==> src/core/pdc_pkg.sv <==
/*
  Constants, register offsets, reset values and the sequencer state type for the power-down and control-mode block.
  Assumes a single 100 MHz clock and a synchronous active-low reset in every user.
*/
package pdc_pkg;
  // ----------------------------------------
  // Serial frame layout
  // ----------------------------------------
  localparam int          FRAME_BITS  = 32;
  localparam int          ADDR_MSB    = 19;
  localparam int          ADDR_LSB    = 16;
  localparam logic [11:0] HEADER      = 12'h001;
  // ----------------------------------------
  // Register addresses
  // ----------------------------------------
  localparam logic [3:0]  A_CONFIG    = 4'h1;
  localparam logic [3:0]  A_I_OFFSET  = 4'h2;
  localparam logic [3:0]  A_I_FSCALE  = 4'h3;
  localparam logic [3:0]  A_Q_OFFSET  = 4'hA;
  localparam logic [3:0]  A_Q_FSCALE  = 4'hB;
  localparam logic [3:0]  A_DE_ENABLE = 4'hD;
  localparam logic [3:0]  A_DE_COARSE = 4'hE;
  localparam logic [3:0]  A_DE_FINE   = 4'hF;
  // ----------------------------------------
  // Reset values
  // ----------------------------------------
  localparam logic [15:0] RST_CONFIG  = 16'hB2FF;
  localparam logic [15:0] RST_OFFSET  = 16'h007F;
  localparam logic [15:0] RST_FSCALE  = 16'h807F;
  localparam logic [15:0] RST_DE_EN   = 16'h3FFF;
  localparam logic [15:0] RST_DE_CRS  = 16'h07FF;
  localparam logic [15:0] RST_DE_FINE = 16'h001C;
  // ----------------------------------------
  // Field positions
  // ----------------------------------------
  localparam int          B_PHASE     = 11;
  localparam int          B_NDDR      = 10;
  localparam int          B_SWING     = 9;
  localparam int          B_EDGE      = 8;
  localparam int          B_DE_ON     = 15;
  localparam int          B_DE_AUTO   = 14;
  localparam int          B_DE_QSEL   = 13;
  localparam int          B_VAL_MSB   = 15;
  localparam int          B_VAL_LSB   = 7;
  // ----------------------------------------
  // Calibration timing (in clock cycles)
  // ----------------------------------------
  localparam int          CAL_CYCLES  = 1400;
  localparam int          DLY_SHORT   = 1024;
  localparam int          DLY_LONG    = 65536;
  localparam int          CNT_W       = 17;
  typedef enum logic [1:0] {ST_WAIT, ST_DELAY, ST_CAL, ST_RUN} pdc_state_t;
endpackage

==> src/core/pdc_serial_if.sv <==
/*
  Interface carrying decoded register writes from the serial receiver to the controller.
  Assumes both ends share the core clock.
*/
`timescale 1ns/1ps
`default_nettype none
interface pdc_serial_if;
  logic       wr_stb;  // One-cycle write strobe
  logic [3:0] wr_addr; // Register address
  logic [15:0] wr_data; // Register value
  modport rx  (output wr_stb, output wr_addr, output wr_data);
  modport ctl (input wr_stb, input wr_addr, input wr_data);
endinterface
`default_nettype wire

==> src/core/pdc_serial_rx.sv <==
/*
  Serial register-write receiver: 32-bit frames, MSB first, header then address then data.
  Assumes serial pins are synchronous to the core clock; edge of serial clock detected here.
*/
`timescale 1ns/1ps
`default_nettype none
module pdc_serial_rx
  import pdc_pkg::*;
(
  input  wire logic clock,
  input  wire logic rst_n,
  input  wire logic enable,
  input  wire logic ser_clk,
  input  wire logic ser_data,
  input  wire logic ser_sel_n,
  pdc_serial_if.rx  wr
);
  logic [31:0] shift_q;  // Frame shifter
  logic [5:0]  count_q;  // Bits received
  logic        sclk_q;   // Previous serial clock level
  logic        rise;     // Serial clock rising edge
  assign rise = ser_clk & ~sclk_q;
  // ----------------------------------------
  // Shift and frame count
  // ----------------------------------------
  always_ff @(posedge clock) begin
    if (!rst_n) begin
      shift_q <= 32'h0;
      count_q <= 6'h0;
      sclk_q  <= 1'b0;
    end else begin
      sclk_q <= ser_clk;
      if (!enable || ser_sel_n) begin
        count_q <= 6'h0; // Interface idle outside extended mode
      end else if (rise) begin
        shift_q <= {shift_q[30:0], ser_data};
        // Back-to-back frames restart at the 33rd edge
        count_q <= (count_q == 6'(FRAME_BITS)) ? 6'h1 : count_q + 6'h1;
      end
    end
  end
  // ----------------------------------------
  // Write strobe after a full frame, repeated every other cycle while serial clock stays high
  // ----------------------------------------
  always_ff @(posedge clock) begin
    if (!rst_n) begin
      wr.wr_stb  <= 1'b0;
      wr.wr_addr <= 4'h0;
      wr.wr_data <= 16'h0;
    end else begin
      wr.wr_stb  <= 1'b0;
      if (enable && count_q == 6'(FRAME_BITS) && !rise && sclk_q == ser_clk && shift_q[31:20] == HEADER
          && wr.wr_stb == 1'b0 && ser_clk) begin
        wr.wr_stb  <= 1'b1;
        wr.wr_addr <= shift_q[ADDR_MSB:ADDR_LSB];
        wr.wr_data <= shift_q[15:0];
      end
    end
  end
endmodule
`default_nettype wire

==> src/core/pdc_ctrl.sv <==
/*
  Power-down sequencing and normal/extended control-mode selection for a dual-channel converter.
  Assumes static control pins synchronous to the 100 MHz clock; holds the eight write-only registers.
*/
`timescale 1ns/1ps
`default_nettype none
module pdc_ctrl
  import pdc_pkg::*;
#(
  parameter int CAL_LEN   = CAL_CYCLES, // Calibration length
  parameter int SHORT_DLY = DLY_SHORT,  // Short power-on delay
  parameter int LONG_DLY  = DLY_LONG    // Long power-on delay
)(
  input  wire logic        clock,
  input  wire logic        rst_n,
  input  wire logic        power_down_pin,
  input  wire logic        q_channel_power_down,
  input  wire logic        range_or_ext_ctrl_select,
  input  wire logic        ext_select_float,
  input  wire logic        ddr_pin_float,
  input  wire logic        edge_pin,
  input  wire logic        output_swing_select,
  input  wire logic        cal_delay_des_pin,
  input  wire logic        cal_request,
  input  wire logic        ser_clk,
  input  wire logic        ser_data,
  input  wire logic        ser_sel_n,
  output logic             active,
  output logic             i_powered,
  output logic             q_powered,
  output logic             data_oe,
  output logic             clk_or_pulldown,
  output logic             cal_busy,
  output logic             cal_done,
  output logic             q_calibrated,
  output logic             double_rate,
  output logic             ddr_phase_90,
  output logic             rising_edge_out,
  output logic             swing_high,
  output logic             range_high,
  output logic [8:0]       i_range_trim,
  output logic [8:0]       q_range_trim,
  output logic [8:0]       i_offset_trim,
  output logic [8:0]       q_offset_trim,
  output logic             dual_edge_on,
  output logic             dual_edge_q_input,
  output logic             dual_edge_auto_phase,
  output logic [15:0]      dual_edge_coarse,
  output logic [15:0]      dual_edge_fine
);
  // ----------------------------------------
  // Internal state
  // ----------------------------------------
  // Signal groups in this module:
  //   sequencer state and counter
  //   pending power-down latch
  //   eight write-only register images
  //   registered power and feature outputs
  // Every output is a flop so that pin levels
  // never glitch while the mode muxes settle.
  // Decoded serial writes arrive on this bundle
  pdc_serial_if sif ();
  pdc_state_t   state_q;        // Sequencer state
  logic [CNT_W-1:0] cnt_q;      // Delay and calibration counter
  logic         pd_q;           // Powered-down state
  logic         pend_q;         // Power-down waiting on calibration
  logic         ext;            // Extended control active
  logic [15:0]  cfg_q, ioff_q, ifs_q, qoff_q, qfs_q, den_q, dcrs_q, dfin_q;
  // Extended mode is the float level on the select pin
  assign ext = ext_select_float;
  // Trim field shared by range and offset registers
  // Upper nine bits carry the step value;
  // low bits are padding and ignored here.
  // Used four times, hence a function
  function automatic logic [8:0] trim(input logic [15:0] v);
    trim = v[B_VAL_MSB:B_VAL_LSB];
  endfunction
  // ----------------------------------------
  // Serial receiver
  // ----------------------------------------
  pdc_serial_rx u_rx (
    .clock     (clock),
    .rst_n     (rst_n),
    .enable    (ext),
    .ser_clk   (ser_clk),
    .ser_data  (ser_data),
    .ser_sel_n (ser_sel_n),
    .wr        (sif.rx)
  );
  // ----------------------------------------
  // Write-only register file
  // ----------------------------------------
  // Reset values give the extended-mode defaults
  // Writes only land in extended mode; in normal
  // mode the receiver is held idle anyway, the
  // extra gate guards against a stray strobe.
  // No read path exists: registers are write-only,
  // so the images are only visible through the
  // feature outputs below.
  // Reserved addresses fall through untouched.
  always_ff @(posedge clock) begin
    if (!rst_n) begin
      cfg_q  <= RST_CONFIG;
      ioff_q <= RST_OFFSET;
      ifs_q  <= RST_FSCALE;
      qoff_q <= RST_OFFSET;
      qfs_q  <= RST_FSCALE;
      den_q  <= RST_DE_EN;
      dcrs_q <= RST_DE_CRS;
      dfin_q <= RST_DE_FINE;
    end else if (sif.wr_stb && ext) begin
      unique case (sif.wr_addr)
        A_CONFIG:    cfg_q  <= sif.wr_data;
        A_I_OFFSET:  ioff_q <= sif.wr_data;
        A_I_FSCALE:  ifs_q  <= sif.wr_data;
        A_Q_OFFSET:  qoff_q <= sif.wr_data;
        A_Q_FSCALE:  qfs_q  <= sif.wr_data;
        A_DE_ENABLE: den_q  <= sif.wr_data;
        A_DE_COARSE: dcrs_q <= sif.wr_data;
        A_DE_FINE:   dfin_q <= sif.wr_data;
        default: ;                          // Reserved addresses dropped
      endcase
    end
  end
  // ----------------------------------------
  // Power-down and calibration sequencer
  // ----------------------------------------
  // Power-down entry never cuts a calibration short
  // State walk:
  //   WAIT  - held while power-down pin high
  //   DELAY - power-on delay, short or long
  //   CAL   - calibration for CAL_LEN cycles
  //   RUN   - normal operation
  // A power-down raised during CAL is latched
  // and applied in the first RUN cycle.
  // Manual requests are only honoured in RUN
  // while powered up; in power-down they are
  // dropped, never queued.
  // Limitation: a power-down during DELAY is
  // not deferred, calibration still follows.
  // Q channel calibration flag is set when a calibration
  // ends with Q powered, cleared when Q powers down in RUN.
  always_ff @(posedge clock) begin
    if (!rst_n) begin
      state_q  <= ST_WAIT;
      cnt_q    <= '0;
      pd_q     <= 1'b1;
      pend_q   <= 1'b0;
      cal_done <= 1'b0;
      q_calibrated <= 1'b0;
    end else begin
      cal_done <= 1'b0;
      unique case (state_q)
        ST_WAIT: begin
          // Power-on calibration held while power-down is high
          if (!power_down_pin) begin
            state_q <= ST_DELAY;
            pd_q    <= 1'b0;
            // Extended mode always takes the short delay
            cnt_q   <= (!ext && cal_delay_des_pin) ? CNT_W'(LONG_DLY - 1) : CNT_W'(SHORT_DLY - 1);
          end
        end
        ST_DELAY: begin
          if (cnt_q == '0) begin
            state_q <= ST_CAL;
            cnt_q   <= CNT_W'(CAL_LEN - 1);
          end else begin
            cnt_q <= cnt_q - 1'b1;
          end
        end
        ST_CAL: begin
          if (power_down_pin) pend_q <= 1'b1;
          if (cnt_q == '0) begin
            state_q  <= ST_RUN;
            cal_done <= 1'b1;
            // Q trims only refreshed when Q was up
            q_calibrated <= !q_channel_power_down;
          end else begin
            cnt_q <= cnt_q - 1'b1;
          end
        end
        ST_RUN: begin
          if (pend_q || power_down_pin) begin
            pd_q   <= 1'b1;
            pend_q <= 1'b0;
          end else if (!pd_q && cal_request) begin
            state_q <= ST_CAL;
            cnt_q   <= CNT_W'(CAL_LEN - 1);
          end else if (pd_q) begin
            pd_q <= 1'b0; // Released; pipeline contents invalid
          end
          if (q_channel_power_down) q_calibrated <= 1'b0;
          // Powered down: requests ignored, not queued
          if (pd_q && power_down_pin) pend_q <= 1'b0;
        end
      endcase
    end
  end
  // ----------------------------------------
  // Power outputs
  // ----------------------------------------
  // I follows the global power state only;
  // Q also drops with its own power-down pin.
  // Data output enable is high while driven;
  // clock and range pairs switch to the weak
  // pull-down instead of tri-state.
  // One cycle lag behind the sequencer is
  // harmless for static pins.
  always_ff @(posedge clock) begin
    if (!rst_n) begin
      active          <= 1'b0;
      i_powered       <= 1'b0;
      q_powered       <= 1'b0;
      data_oe         <= 1'b0;
      clk_or_pulldown <= 1'b1;
      cal_busy        <= 1'b0;
    end else begin
      active          <= !pd_q;
      i_powered       <= !pd_q;
      q_powered       <= !pd_q && !q_channel_power_down;
      data_oe         <= !pd_q;
      clk_or_pulldown <= pd_q;
      cal_busy        <= (state_q == ST_CAL);
    end
  end
  // ----------------------------------------
  // Mode-dependent feature sources
  // ----------------------------------------
  // Extended mode: every feature from registers.
  // Normal mode: features from pins, with the
  // fixed values that normal mode implies:
  //   phase always zero degrees
  //   no offset or per-channel range trim
  //   dual-edge input is always I
  //   dual-edge phase always automatic
  // The range pin doubles as the mode select,
  // so range_high is only meaningful in normal
  // mode and held low in extended mode.
  // The delay pin doubles as dual-edge enable
  // in normal mode, a pin-count trade-off.
  // Mode is assumed fixed while running, so no
  // hand-over logic exists between the sources.
  always_ff @(posedge clock) begin
    if (!rst_n) begin
      double_rate          <= 1'b1;
      ddr_phase_90         <= 1'b0;
      rising_edge_out      <= 1'b0;
      swing_high           <= 1'b1;
      range_high           <= 1'b0;
      i_range_trim         <= 9'h0;
      q_range_trim         <= 9'h0;
      i_offset_trim        <= 9'h0;
      q_offset_trim        <= 9'h0;
      dual_edge_on         <= 1'b0;
      dual_edge_q_input    <= 1'b0;
      dual_edge_auto_phase <= 1'b1;
      dual_edge_coarse     <= 16'h0;
      dual_edge_fine       <= 16'h0;
    end else if (ext) begin
      double_rate          <= !cfg_q[B_NDDR];
      ddr_phase_90         <= cfg_q[B_PHASE];
      rising_edge_out      <= cfg_q[B_EDGE];
      swing_high           <= cfg_q[B_SWING];
      range_high           <= 1'b0;
      i_range_trim         <= trim(ifs_q);
      q_range_trim         <= trim(qfs_q);
      i_offset_trim        <= trim(ioff_q);
      q_offset_trim        <= trim(qoff_q);
      dual_edge_on         <= den_q[B_DE_ON];
      dual_edge_q_input    <= den_q[B_DE_QSEL];
      dual_edge_auto_phase <= den_q[B_DE_AUTO];
      dual_edge_coarse     <= dcrs_q;
      dual_edge_fine       <= dfin_q;
    end else begin
      double_rate          <= ddr_pin_float;
      ddr_phase_90         <= 1'b0;
      rising_edge_out      <= edge_pin;
      swing_high           <= output_swing_select;
      range_high           <= range_or_ext_ctrl_select;
      i_range_trim         <= 9'h0;
      q_range_trim         <= 9'h0;
      i_offset_trim        <= 9'h0;
      q_offset_trim        <= 9'h0;
      dual_edge_on         <= cal_delay_des_pin;
      dual_edge_q_input    <= 1'b0;
      dual_edge_auto_phase <= 1'b1;
      dual_edge_coarse     <= 16'h0;
      dual_edge_fine       <= 16'h0;
    end
  end
endmodule
`default_nettype wire

==> config.mk <==
export PLATFORM = sky130hd
export DESIGN_NAME = pdc_ctrl
export DESIGN_NICKNAME = d
export VERILOG_FILES = /design/src/core/pdc_pkg.sv /design/src/core/pdc_serial_if.sv /design/src/core/pdc_serial_rx.sv /design/src/core/pdc_ctrl.sv
export SDC_FILE = /design/constraint.sdc
export NUM_CORES = 1
export LEC_CHECK = 0
export BUFFER_PORTS_ARGS = -buffer_cell sky130_fd_sc_hd__buf_2
export CELL_PAD_IN_SITES_DETAIL_PLACEMENT = 1
export CELL_PAD_IN_SITES_GLOBAL_PLACEMENT = 2
export CORE_MARGIN = 2
export CORE_UTILIZATION = 37
export CTS_BUF_LIST = sky130_fd_sc_hd__clkbuf_4 sky130_fd_sc_hd__clkbuf_8
export DETAILED_ROUTE_END_ITERATION = 10
export PLACE_DENSITY = 0.79
export RECOVER_POWER = 50
export SYNTH_ARGS = -nofsm -noshare
export SYNTH_HDL_FRONTEND = slang
export SYNTH_SLANG_ARGS = --single-unit
==> constraint.sdc <==
create_clock -name clock -period 2.18 [get_ports clock]
set_input_delay 0.436 -clock clock [delete_from_list [all_inputs] [get_ports clock]]
set_output_delay 0.436 -clock clock [all_outputs]
set_load 0.05 [all_outputs]
==> results summary <==
The number of design-rule violations left by the first detailed-router iteration is 348. The sum of overflow across all layers after global routing is 0. The part of the power in registers came out at 50.4%. The number of iterations in the first detailed-routing pass is 4.

The largest vdd supply drop came out at 0.3580 mV. The maximum fanout along the worst path came out at 8. The worst register-to-register path ends at cnt_q[12]$_SDFFE_PN0P_. The number of flops mapped to enable cells by yosys came out at 0. The required time at the endpoint of the critical path came out at 2.57 ns. Setup repair after global routing left no endpoint under its margin. The number of instances in the synthesized netlist came out at 944. The maximum level of the CTS H-tree came out at 2. The net switching power of the design is 2.140 mW. The net count after synthesis is 963. met2 is the most crowded layer. Global routing used a little under a fifth of the available tracks. The arrival time at the worst endpoint came out at 2.40 ns. The count of yosys warnings during synthesis came out at 0. The most common cell in the synthesized netlist is sky130_fd_sc_hd__dfxtp_1. The tightest slew margin relative to the limit came out at -4.736%.

The power per unit of standard cell area is 878.6 nW/um^2. The worst hold path terminates at q_powered$_SDFF_PN0_. The net count reported at finish came out at 1069. In this run, synthesis produced a sequential element count of about 240. The initial core utilization came out at 37.66%. The detail route stage leaves a number of antenna-violating nets equal to 0.

The count of max-cap constraint violations is 1. The run finished, with violations left. The top cell type by area accounts for 55.88% of the synthesized area.

The critical path is of the flip-flop to flip-flop type. After synthesis, the most frequently instantiated cells are 238 x sky130_fd_sc_hd__dfxtp_1, 210 x sky130_fd_sc_hd__nand2_1, 85 x sky130_fd_sc_hd__a21oi_1. Setup violations remaining at the end of the flow were counted as 0.

The wire length of the first global-routing pass came out at 36.69 mm. The cell chosen for the clock root is sky130_fd_sc_hd__clkbuf_8. Summed over all cells, the static leakage comes to 4.252 nW. The met1 usage in global routing is 25.96%.

The wire length after detailed routing is 22.73 mm. The synthesized area per cell is around 9 um^2. The final reports fail on max-capacitance violations, max-slew violations.

The highest attainable clock frequency came out at 498.5 MHz. The part of the power in the clock network came out at 42.8%. Grouping stages by cell kind, the critical path spends the most delay in simple AND/OR/NAND/NOR gates. In the synthesized netlist the dominant register cell turns out to be sky130_fd_sc_hd__dfxtp_1.

The final clock skew came out at roughly 0.019 ns. The detailed-route vias per instance is 5.005. The actual slew at the worst max-slew pin is 1.571 ns. The final cycle utilization of the critical path is between 90% and 100%. The kind of end point of the critical path is a flip-flop.

In this run the critical register-to-register path is launched from cnt_q[11]$_SDFFE_PN0P_. At the later pin of the worst-skew pair, clock insertion delay measures ~0.54 ns. After detailed routing, the number of remaining DRC violations is 0. The total clock sinks is 238. The floorplan step defined a die boundary enclosing 24270 um^2. The post-route netlist has between 10% and 20% of its cells at a drive strength greater than 1.

The routing usage on met3 came out at 3.639%. By area the synthesized netlist is led by sky130_fd_sc_hd__dfxtp_1 56%, sky130_fd_sc_hd__nand2_1 9.2%, sky130_fd_sc_hd__mux2i_1 5.5%. The I/O pin count came out at a little under 100. The area of the mapped netlist came out at around 8500 um^2. The final critical-path required period came out at 2.006 ns. From bottom edge to top edge, the die measures ~160 um.

The proportion of register bits with asynchronous set or reset after synthesis came out at 0%. The count of pins over their slew limit is 89. Counting instances, the worst hold path has a depth of 2. The hold violation count in the final report is 0. The cell depth of the worst flop-to-flop path came out at 5. Net switching is 24.08% of the power.

Entering global routing, the biggest net connects 89 pins. The internal power consumption is 6.748 mW. Counting distinct cell types in the post-synthesis netlist gives 57. Of all cell types, the one taking the most synthesized area is sky130_fd_sc_hd__dfxtp_1. In this run the most critical hold path is launched from q_channel_power_down. The count of input and output buffers is 97. The path class of the tightest hold or removal check is input port to flip-flop. The placed wire-length estimate came out at 14.95 mm. The number of gates resized after CTS was 0. The detail-routed net length per standard cell is 16.78 um. The number of antenna diodes in the final layout is 0. Clock-pin slew was measured on the worst setup and hold paths at 0.06 ns. In this design, the critical path's most frequently occurring cell is sky130_fd_sc_hd__nand2_1. At the end of routability-driven placement, the weighted congestion stood at 0.7931. Across all register-to-register paths, the minimum setup slack is between 0.15 and 0.2 ns.

The number of buffers inserted during clock tree synthesis is 41. The core region is 22640 um^2. Sequential cells were found to cover 55.88% of the synthesized design area. The area growth from synthesis to final layout is 18.65%. The utilization after layout is 44.68%. The part of the power in combinational logic is 6.9%.

The global-route track usage on met2 came out at approximately 30%. The worst-case hold slack came out at 0.1038 ns. The standard-cell row count is 55. Traced cell by cell, the critical path runs through nor4_4 > nand2_1 > o31a_1 > nand2_1 > o22ai_1.

The cell with the biggest individual delay on the critical path is sky130_fd_sc_hd__o31a_1. The initial antenna violation count came out at 0. The via count of the first global-routing pass is 6851.

The launching element type of the critical path is a flip-flop. The stage delay of the slowest cell on the critical path is roughly 0.46 ns. The longest clock path from root to sink contains 3 buffers.

The count of buffering cells on the critical path with inverters included is 0. The final route contains just under 7000 vias. The floorplan die width came out at between 150 and 200 um.

TritonCTS built the clock tree.
[stage by stage]
stage / power, mW / setup TNS [ns] / instances / setup slack (ns) / instance area, um^2
6_report: 8.888 / 0 / 1355 / 0.1739 / 10120
3_5_place_dp: 5.184 / -0.02847 / 1290 / -0.02746 / 9405
5_1_grt: 9.297 / 0 / 1355 / 0.001138 / 10120
4_1_cts: 9.037 / 0 / 1353 / 0.1415 / 10160
2_1_floorplan: 4.984 / 0 / 944 / 0.2109 / 8526
3_3_place_gp: 5.180 / 0 / 1290 / 0.02886 / 9405
[what timing repair did]
item,in CTS,in global routing
endpoints found under the setup margin,0,1
hold buffers,0,0
setup buffers,0,2
[layout make-up]
| class | instances | area, um^2 |
|---|---|---|
| fillers | 2672 | 12520 |
| flip-flops and latches | 238 | 4765 |
| multi-input cells | 623 | 3431 |
| repair buffers | 133 | 759.5 |
| clock buffers | 61 | 739.5 |
| well taps | 285 | 356.6 |
| inverters | 13 | 50.05 |
| clock inverters | 2 | 15.01 |
[worst max-delay path by stage]
stage                                             from                          endpoint  slack (ns)  cells after the start
after floorplan                                ser_clk   u_rx.wr.wr_addr[0]$_SDFFE_PN0P_        0.21                      7
after global placement                         ser_clk  u_rx.wr.wr_data[10]$_SDFFE_PN0P_        0.03                      8
after detailed placement                       ser_clk   u_rx.wr.wr_data[8]$_SDFFE_PN0P_       -0.03                      8
after CTS                 u_rx.count_q[0]$_SDFFE_PP0P_   u_rx.wr.wr_data[8]$_SDFFE_PN0P_        0.14                      8
after global routing             cnt_q[2]$_SDFFE_PN0P_             cnt_q[4]$_SDFFE_PN0P_       0.001                      6
final                           cnt_q[11]$_SDFFE_PN0P_            cnt_q[12]$_SDFFE_PN0P_        0.17                      5
[worst register-to-register path: cells and delay by family (launching register included)]
| family | cells | cell delay (ns) |
|---|---|---|
| and+or+nand+nor | 3 | 0.89 |
| DFF | 1 | 0.38 |
| AOI/OAI and AO/OA | 2 | 0.60 |
[flip-flops by register name, summed over array words and instances, names as in the netlist, 9 cells and up]
| name | flops |
|---|---|
| i_offset_trim | 9 |
| dfin_q | 16 |
| dual_edge_coarse | 16 |
| cnt_q | 17 |
| q_offset_trim | 9 |
| u_rx.shift_q | 32 |
| dual_edge_fine | 16 |
| u_rx.wr.wr_data | 16 |
| ifs_q | 9 |
| dcrs_q | 16 |
| i_range_trim | 9 |
| qfs_q | 9 |
| ioff_q | 9 |
| q_range_trim | 9 |
| qoff_q | 9 |
[metal layers]
| metal | part of all wire [%] | up-vias |
|---|---|---|
| met1 | 50 | 3247 |
| met5 | 0 | - |
| met4 | 1.6 | 0 |
| li1 | - | 3384 |
| met2 | 45 | 117 |
| met3 | 3.5 | 34 |
[logic make-up after synthesis]
kind of cell,synth area share [%]
muxes,5.518
and+or+nand+nor,23.83
DFF,55.88
AOI/OAI and AO/OA,9.539
adders and majority gates,0.7338
buffers and inverters,3.977
xor gates and xnor gates,0.5136
[power by group through the flow]
stage	logic [mW]	registers, mW	clock network (mW)
detailed placement	0.615	4.57	0
global route	0.666	4.48	4.15
CTS	0.618	4.48	3.94
global placement	0.613	4.57	0
floorplan	0.345	4.64	0
finish	0.609	4.48	3.80
[cells in the final DEF, fill, tap and decap left out, drive strengths merged, types with 15 or more instances in the layout]
cell type | synthesis | routed
o21ai | 15 | 15
clkbuf | 57 | 86
a21oi | 85 | 85
dfxtp | 238 | 238
nand2 | 210 | 210
and3 | 72 | 72
buf | 13 | 108
mux2i | 47 | 47
nand3 | 18 | 18
nor2 | 73 | 73
No activity file was read; power rests on OpenSTA's default activity.
